==> src/verilog/tshc_pkg.sv <==
package tshc_pkg;

   // ---------------------------------------------------------------
   // Register access
   // ---------------------------------------------------------------
   localparam logic [7:0]  CFG_PTR        = 8'h01;
   localparam logic [15:0] CFG_RESET      = 16'h0000;
   localparam logic [4:0]  RSVD_RESET     = 5'h00;
   localparam logic [1:0]  HYS_RESET      = 2'h0;

   // Field positions inside the configuration word
   localparam int RSVD_MSB      = 15;
   localparam int RSVD_LSB      = 11;
   localparam int HYS_MSB       = 10;
   localparam int HYS_LSB       = 9;
   localparam int PWRDN_BIT     = 8;
   localparam int CRIT_LOCK_BIT = 7;
   localparam int WIN_LOCK_BIT  = 6;
   localparam int RELEASE_BIT   = 5;
   localparam int STATUS_BIT    = 4;
   localparam int OUT_EN_BIT    = 3;
   localparam int CRIT_ONLY_BIT = 2;
   localparam int POL_BIT       = 1;
   localparam int MODE_BIT      = 0;

   // ---------------------------------------------------------------
   // Temperature format: signed, 0.0625 degC per step
   // ---------------------------------------------------------------
   localparam int TEMP_W = 13;
   localparam logic [TEMP_W-1:0] MARGIN_OFF = 13'h0000;
   localparam logic [TEMP_W-1:0] MARGIN_1P5 = 13'h0018;
   localparam logic [TEMP_W-1:0] MARGIN_3P0 = 13'h0030;
   localparam logic [TEMP_W-1:0] MARGIN_6P0 = 13'h0060;

   // Limit order in the comparator array
   localparam int LIM_UPPER = 0;
   localparam int LIM_LOWER = 1;
   localparam int LIM_CRIT  = 2;
   localparam int LIM_N     = 3;

   typedef enum logic [1:0] {
      TSHC_HYS_OFF,
      TSHC_HYS_1P5,
      TSHC_HYS_3P0,
      TSHC_HYS_6P0
   } tshc_hys_t;

   typedef struct packed {
      logic [4:0] reserved_bits;
      logic [1:0] hysteresis_select;
      logic       power_down_bit;
      logic       critical_limit_lock;
      logic       alarm_window_lock;
      logic       alert_release;
      logic       alert_status_flag;
      logic       alert_output_enable;
      logic       critical_only_alert;
      logic       alert_polarity;
      logic       alert_mode_select;
   } tshc_cfg_t;

   typedef struct packed {
      logic [7:0]  ptr;
      logic        wr;
      logic        rd;
      logic [15:0] wdata;
   } tshc_req_t;

   typedef struct packed {
      logic signed [TEMP_W-1:0] upper;
      logic signed [TEMP_W-1:0] lower;
      logic signed [TEMP_W-1:0] crit;
   } tshc_limits_t;

   function automatic logic [TEMP_W-1:0] tshc_margin(input logic [1:0] sel);
      logic [TEMP_W-1:0] m;
      m = MARGIN_OFF;
      case (sel)
         TSHC_HYS_1P5: m = MARGIN_1P5;
         TSHC_HYS_3P0: m = MARGIN_3P0;
         TSHC_HYS_6P0: m = MARGIN_6P0;
         default:      m = MARGIN_OFF;
      endcase
      return m;
   endfunction

endpackage
==> src/verilog/tshc_cfg_reg.sv <==
`timescale 1ns/100ps
// Behaviour
// - Sixteen-bit configuration register at pointer 01h, readable and writable by host.
// - Bits 15 to 11 reserved, read-only, always read zero.
// - Bits 10:9 choose hysteresis: off, 1.5, 3.0 or 6.0 degC.
// - Hysteresis select resets to 00, no hysteresis until programmed.
// - Selected hysteresis applies to upper, lower and critical limits alike.
// - Hysteresis only on falling temperature; rising crossings use the bare limit.
// - Comparator alert on upper or critical limit holds until temperature below threshold minus hysteresis.
// - Low byte holds locks, release, status, enable, crit-only, polarity, mode; reset zero.
// - Over-upper flag stays set until below upper limit minus hysteresis.
// - Hysteresis and shutdown writes ignored while either lock bit is set.
// - Shutdown bit stops conversions and releases alert pin; zero keeps running.
module tshc_cfg_reg
   import tshc_pkg::*;
(
   // Clock and reset
   input  wire logic                     mclk_in,
   input  wire logic                     rstn_in,
   // Register access from the serial front end
   input  wire tshc_req_t                req_in,
   output logic [15:0]                   rdata_out,
   // Conversion results and trip limits
   input  wire logic                     temp_valid_in,
   input  wire logic signed [TEMP_W-1:0] temp_in,
   input  wire tshc_limits_t             limits_in,
   // Status and control outward
   output logic                          over_upper_out,
   output logic                          below_lower_out,
   output logic                          over_crit_out,
   output logic                          conv_run_out,
   output logic                          crit_lock_out,
   output logic                          win_lock_out,
   output tshc_cfg_t                     cfg_out,
   // Alert pin, open drain
   output logic                          alert_pin_out,
   output logic                          alert_pin_oe_out
);

   tshc_cfg_t         cfg;
   tshc_cfg_t         next_cfg;
   logic              cond_q;
   logic              next_cond_q;
   logic              latched;
   logic              next_latched;
   logic [15:0]       next_rdata;
   logic              next_over_upper;
   logic              next_below_lower;
   logic              next_over_crit;
   logic              next_alert_oe;
   logic              next_conv_run;
   logic              cfg_wr;
   logic              locked;
   logic              cond;
   logic              active;
   logic              sample;
   logic [LIM_N-1:0]  above;
   logic [TEMP_W-1:0] margin;
   logic signed [TEMP_W-1:0] limit_v [LIM_N];

   // ---------------------------------------------------------------
   // Limit comparators
   // ---------------------------------------------------------------
   // Frozen in shutdown so the alert returns to its old state on exit
   // no conversions
   assign sample = temp_valid_in && !cfg.power_down_bit;
   assign margin = tshc_margin(cfg.hysteresis_select);
   assign limit_v[LIM_UPPER] = limits_in.upper;
   assign limit_v[LIM_LOWER] = limits_in.lower;
   assign limit_v[LIM_CRIT]  = limits_in.crit;

   genvar gi;
   generate
      for (gi = 0; gi < LIM_N; gi++) begin : g_lim
         tshc_limit_cmp u_cmp (
            .mclk_in   (mclk_in),
            .rstn_in   (rstn_in),
            .sample_in (sample),
            .temp_in   (temp_in),
            .limit_in  (limit_v[gi]),
            .margin_in (margin),
            .above_out (above[gi])
         );
      end
   endgenerate

   // ---------------------------------------------------------------
   // Configuration register
   // ---------------------------------------------------------------
   assign cfg_wr = req_in.wr && (req_in.ptr == CFG_PTR);
   assign locked = cfg.critical_limit_lock || cfg.alarm_window_lock;

   always_comb begin
      next_cfg = cfg;
      next_cfg.reserved_bits   = RSVD_RESET;
      next_cfg.alert_polarity  = 1'b0;
      next_cfg.alert_release   = 1'b0;
      next_cfg.alert_status_flag = active;
      if (cfg_wr) begin
         // Lock state before the write decides, so a locking write still lands
         // locked fields
         if (!locked) begin
            next_cfg.hysteresis_select = req_in.wdata[HYS_MSB:HYS_LSB];
            next_cfg.power_down_bit    = req_in.wdata[PWRDN_BIT];
         end
         // Locks are sticky until power-on reset
         next_cfg.critical_limit_lock = cfg.critical_limit_lock
                                        | req_in.wdata[CRIT_LOCK_BIT];
         next_cfg.alarm_window_lock   = cfg.alarm_window_lock
                                        | req_in.wdata[WIN_LOCK_BIT];
         next_cfg.alert_release       = req_in.wdata[RELEASE_BIT];
         next_cfg.alert_output_enable = req_in.wdata[OUT_EN_BIT];
         next_cfg.critical_only_alert = req_in.wdata[CRIT_ONLY_BIT];
         next_cfg.alert_mode_select   = req_in.wdata[MODE_BIT];
      end
      next_conv_run = !next_cfg.power_down_bit;
   end

   // ---------------------------------------------------------------
   // Alert logic
   // ---------------------------------------------------------------
   always_comb begin
      if (cfg.critical_only_alert) begin
         cond = above[LIM_CRIT];
      end else begin
         cond = above[LIM_UPPER] || !above[LIM_LOWER] || above[LIM_CRIT];
      end
      // Status and pin follow the latch in interrupt mode, the level otherwise
      active = cfg.alert_mode_select ? latched : cond;
      next_cond_q = cond;
      next_latched = 1'b0;
      if (cfg.alert_mode_select) begin
         // New crossing wins over a release in the same cycle
         next_latched = (latched && !(cfg_wr && req_in.wdata[RELEASE_BIT]))
                        || (cond && !cond_q);
      end
      next_alert_oe    = cfg.alert_output_enable && !cfg.power_down_bit && active;
      next_over_upper  = above[LIM_UPPER];
      next_below_lower = !above[LIM_LOWER];
      next_over_crit   = above[LIM_CRIT];
   end

   // ---------------------------------------------------------------
   // Read path
   // ---------------------------------------------------------------
   always_comb begin
      next_rdata = rdata_out;
      if (req_in.rd) begin
         // Registers outside this block answer elsewhere; here they read zero
         next_rdata = 16'h0000;
         if (req_in.ptr == CFG_PTR) begin
            next_rdata = cfg;
            next_rdata[RSVD_MSB:RSVD_LSB] = RSVD_RESET;
            next_rdata[RELEASE_BIT] = 1'b0;
         end
      end
   end

   // ---------------------------------------------------------------
   // Configuration state registers
   // ---------------------------------------------------------------
   always_ff @(posedge mclk_in or negedge rstn_in) begin
      if (!rstn_in) begin
         cfg           <= CFG_RESET;
         conv_run_out  <= 1'b1;
         crit_lock_out <= 1'b0;
         win_lock_out  <= 1'b0;
         cfg_out       <= CFG_RESET;
      end else begin
         cfg           <= next_cfg;
         conv_run_out  <= next_conv_run;
         crit_lock_out <= next_cfg.critical_limit_lock;
         win_lock_out  <= next_cfg.alarm_window_lock;
         cfg_out       <= next_cfg;
      end
   end

   // ---------------------------------------------------------------
   // Alert state registers
   // ---------------------------------------------------------------
   always_ff @(posedge mclk_in or negedge rstn_in) begin
      if (!rstn_in) begin
         cond_q           <= 1'b0;
         latched          <= 1'b0;
         over_upper_out   <= 1'b0;
         below_lower_out  <= 1'b0;
         over_crit_out    <= 1'b0;
         alert_pin_out    <= 1'b0;
         alert_pin_oe_out <= 1'b0;
      end else begin
         cond_q           <= next_cond_q;
         latched          <= next_latched;
         over_upper_out   <= next_over_upper;
         below_lower_out  <= next_below_lower;
         over_crit_out    <= next_over_crit;
         // Active-low polarity only: the pin is pulled low when asserted
         alert_pin_out    <= 1'b0;
         alert_pin_oe_out <= next_alert_oe;
      end
   end

   // ---------------------------------------------------------------
   // Read data register
   // ---------------------------------------------------------------
   always_ff @(posedge mclk_in or negedge rstn_in) begin
      if (!rstn_in) begin
         rdata_out <= 16'h0000;
      end else begin
         rdata_out <= next_rdata;
      end
   end

endmodule // tshc_cfg_reg

==> src/verilog/tshc_limit_cmp.sv <==
`timescale 1ns/100ps
module tshc_limit_cmp
   import tshc_pkg::*;
(
   // Clock and reset
   input  wire logic                     mclk_in,
   input  wire logic                     rstn_in,
   // Sample
   input  wire logic                     sample_in,
   input  wire logic signed [TEMP_W-1:0] temp_in,
   input  wire logic signed [TEMP_W-1:0] limit_in,
   input  wire logic        [TEMP_W-1:0] margin_in,
   // State
   output logic                          above_out
);

   logic signed [TEMP_W:0] temp_x;
   logic signed [TEMP_W:0] limit_x;
   logic signed [TEMP_W:0] floor_x;
   logic                   next_above;

   // ---------------------------------------------------------------
   // Falling-only hysteresis
   // ---------------------------------------------------------------
   // Widened by one bit so limit minus margin never wraps
   always_comb begin
      temp_x  = {temp_in[TEMP_W-1], temp_in};
      limit_x = {limit_in[TEMP_W-1], limit_in};
      floor_x = limit_x - $signed({1'b0, margin_in});
      next_above = above_out;
      if (sample_in) begin
         if (!above_out) begin
            next_above = temp_x > limit_x;
         end else begin
            next_above = !(temp_x < floor_x);
         end
      end
   end

   always_ff @(posedge mclk_in or negedge rstn_in) begin
      if (!rstn_in) begin
         above_out <= 1'b0;
      end else begin
         above_out <= next_above;
      end
   end

endmodule // tshc_limit_cmp

==> config.mk <==
export PLATFORM = sky130hd
export DESIGN_NAME = tshc_cfg_reg
export DESIGN_NICKNAME = d
export VERILOG_FILES = /design/src/verilog/tshc_pkg.sv /design/src/verilog/tshc_cfg_reg.sv /design/src/verilog/tshc_limit_cmp.sv
export SDC_FILE = /design/constraint.sdc
export NUM_CORES = 1
export LEC_CHECK = 0
export ABC_CLOCK_PERIOD_IN_PS = 6900
export BUFFER_PORTS_ARGS = -buffer_cell sky130_fd_sc_hd__buf_2
export CAP_MARGIN = 20
export CORE_MARGIN = 4
export CORE_UTILIZATION = 55
export DETAILED_ROUTE_END_ITERATION = 8
export PLACE_DENSITY_LB_ADDON = 0.08
export SYNTH_ARGS = -nofsm -noshare
export SYNTH_HDL_FRONTEND = slang
export SYNTH_SLANG_ARGS = --single-unit
export TNS_END_PERCENT = 10
==> constraint.sdc <==
create_clock -name mclk_in -period 6.9 [get_ports mclk_in]
set_input_delay 1.035 -clock mclk_in [delete_from_list [all_inputs] [get_ports mclk_in]]
set_output_delay 1.035 -clock mclk_in [all_outputs]
set_load 0.005 [all_outputs]
==> results.cfg <==
[place]
postPlaceCellArea_mm2 = 0.004192
gp_congestion = 0.8413
dp_hpwl_um = 7445
port_buffers = 99

[cells_and_area]
nNetsFinal = 696
drive_gt1_frac = 0.2281
layout_common_cells = 99 x buf_2, 87 x ha_1, 58 x inv_1
fillers = 561
final_cell_area_mm2 = 0.004293
multi_input_area_mm2 = 0.002651
mostFrequentLayoutCell = buf_2
finish.utilization = 0.6684
antenna_cells = 0
area_growth_syn_to_layout_pct = 16.31
seq_area_um2 = 726.9

[sta]
drv_slew = 0
max_slew_margin = 0.5718
period_share = 0.5469
fin_tns_setup_ps = 0
worst_pin_slew_ps = 642.2
setup_viol = 0
hold_viol = 0
finClkSkew_ps = 3.761
rsz0062_at_grt = no
layout_min_cycle_time_ps = 3774
fmax_mhz = 265.0

[grt]
grt_pass1_wl_um = 14830
grt_max_degree = 30
grt_usage = 0.2192
grt_pass1_vias = 3116
antenna_found_initial = 0
overflow = 0

[power_and_ir_drop]
p_comb_frac = 0.401
p_per_area_mw_per_mm2 = 142.6
seqPwrFrac = 0.345
peakVddDrop_mv = 0.08693
leakage_nw = 2.341
p_int_mw = 0.3983
finalPower_mw = 0.6123
switching_share = 0.3495
power_switching_mw = 0.2140
clock_power_share = 0.254

[clocking]
clk_latency_ps = 280
holdBufCountCts = 0
cts_sinks = 29
post_cts_buffers = 0
root_buffer = clkbuf_8
cts_tree = done
cts_buffers = 5
path_clk_slew_ps = 60
h-tree-depth = 2
ctsResizeCount = 0
clk_path_buf_depth = 2

[logic_synthesis]
synthArstFlopShare = 1.000
ys_top_cells_by_area = ha_1 29%, dfrtp_1 19%, inv_1 5.9%
synth_edf_count = 0
ys.warnings.count = 0
synth_area_mm2 = 0.003691
synth_compound_area_frac = 0.1549
synth_top_family_by_area = adder cells
ys_seq_area_frac = 0.1969
syn_avg_cell_area_um2 = 8.664
syn-instance-count = 426
synth.area.mux_share = 0.02102
yosysTopAreaCell = ha_1
synth_top_area_share = 0.2949
yosys.cell_types.count = 56
synth_xor_area_frac = 0.05458
synthAdderAreaFrac = 0.3112
ys_seq_elements = 29
synth_ff_type = dfrtp_1
synth-simple-area-share = 0.1624

[route]
vias_per_cell = 5.416
drtIter0Drc = 135
dr.pass1.iters = 4
ant_nets = 0
drc_errors = 0
wl_um = 8850
via_count = 3266
detail_route.wl_per_cell_um = 14.68

[critical_path]
start_kind = input port
cp-end-kind = flop
cp.required_ps = 7070
worstPathArrival_ps = 3950
worstPathMaxFanout = 3
path_class = in -> reg

[die]
dieArea_mm2 = 0.008086
pin_count = 121
start_util = 0.5747
fp.coreArea_mm2 = 0.006422
rows = 29
die_y_um = 89.92
die_w_um = 89.92

[hold_path]
hold_path.class = reg -> reg

[status]
outcome = completed

[flow_run]
maxCapViolCount = 0
## cells in the mapped netlist (3+ instances only)
| cell type | instances |
|---|---|
| ha_1 | 87 |
| inv_1 | 58 |
| a21oi_1 | 28 |
| dfrtp_1 | 28 |
| nand2_1 | 24 |
| xnor2_1 | 21 |
| nor2_1 | 20 |
| buf_4 | 17 |
| a21o_1 | 14 |
| nand4_1 | 11 |
| o22ai_1 | 10 |
| and3_1 | 9 |
| nand3_1 | 9 |
| nand2b_1 | 7 |
| nor2b_1 | 7 |
| o21ai_0 | 7 |
| nor3_1 | 6 |
| o21a_1 | 6 |
| a2111oi_0 | 5 |
| nor4_1 | 5 |
| mux2_2 | 4 |
| o21ai_1 | 4 |
| fa_1 | 3 |
## critical path, cell delays in order
cell and delay, ps:
buf_2 90, inv_1 70, ha_1 160, inv_2 40, fa_1 390, a21oi_1 150
nor2b_1 90, nor3_1 350, nand4_1 170, xnor2_1 160, ha_1 330, nand4_4 110
a2111oi_1 360, nor4_1 100, o32ai_1 320
## layer usage
metal  vias to the layer above  global-route usage  part of all wire
met3                        12             0.04591             0.055
met4                         0             0.04719            0.0098
li1                       1686                   -                 -
met5                         -                   0                 0
met1                      1472              0.3102              0.50
met2                        96              0.3459              0.43
## sequential cells by signal (all words and copies together), names as in the netlist
signal	flops
cfg	9
rdata_out	9
g_lim.u_cmp.above_out	3
alert_pin_oe_out	1
below_lower_out	1
cfg_out	1
cond_q	1
conv_run_out	1
latched	1
over_crit_out	1
over_upper_out	1
## power by group through the flow
stage	clock, mW	sequential, mW	combinational [mW]
after floorplan	0	0.212	0.161
after global placement	0	0.215	0.236
after detailed placement	0	0.214	0.244
after CTS	0.158	0.211	0.246
after global routing	0.168	0.215	0.282
final	0.155	0.211	0.246
## worst paths after layout
path | startpoint | slack (ps) | to | depth (start not counted)
setup / recovery | limits_in[16] | 3130 | g_lim[1].u_cmp.above_out | 15
hold / removal | g_lim[1].u_cmp.above_out | 460 | below_lower_out | 1
setup reg to reg | cfg[9] | 3240 | g_lim[1].u_cmp.above_out | 13
hold reg to reg | g_lim[1].u_cmp.above_out | 460 | below_lower_out | 1
max in group asynchronous | rstn_in | 5710 | g_lim[1].u_cmp.above_out | 1
min in group asynchronous | rstn_in | 780 | cfg[7] | 1
## through the flow
stage | worst slack, ps | hold WS, ps | std cells
global route | 2794 | 471.4 | 603
floorplan | 3388 | 390.0 | 439
CTS | 3113 | 461.3 | 603
detailed placement | 2825 | 438.7 | 595
global placement | 2862 | 434.0 | 595
finish | 3126 | 456.6 | 603
## kinds of logic after synthesis
group / count (synthesis)
and+or+nand+nor: 109
adders and majority gates: 90
AOI/OAI and AO/OA: 88
buffers and inverters: 79
DFF: 29
xor gates and xnor gates: 23
muxes: 7
other: 1
## cell type report
class	count	area share
Clock buffer	7	0.02244
Clock inverter	1	0.001166
Inverter	59	0.05159
Multi-Input combinational cell	331	0.6176
Sequential cell	29	0.1693
Tap cell	77	0.02244
Timing Repair Buffer	99	0.1154
Power figures use the tool's default switching activity.
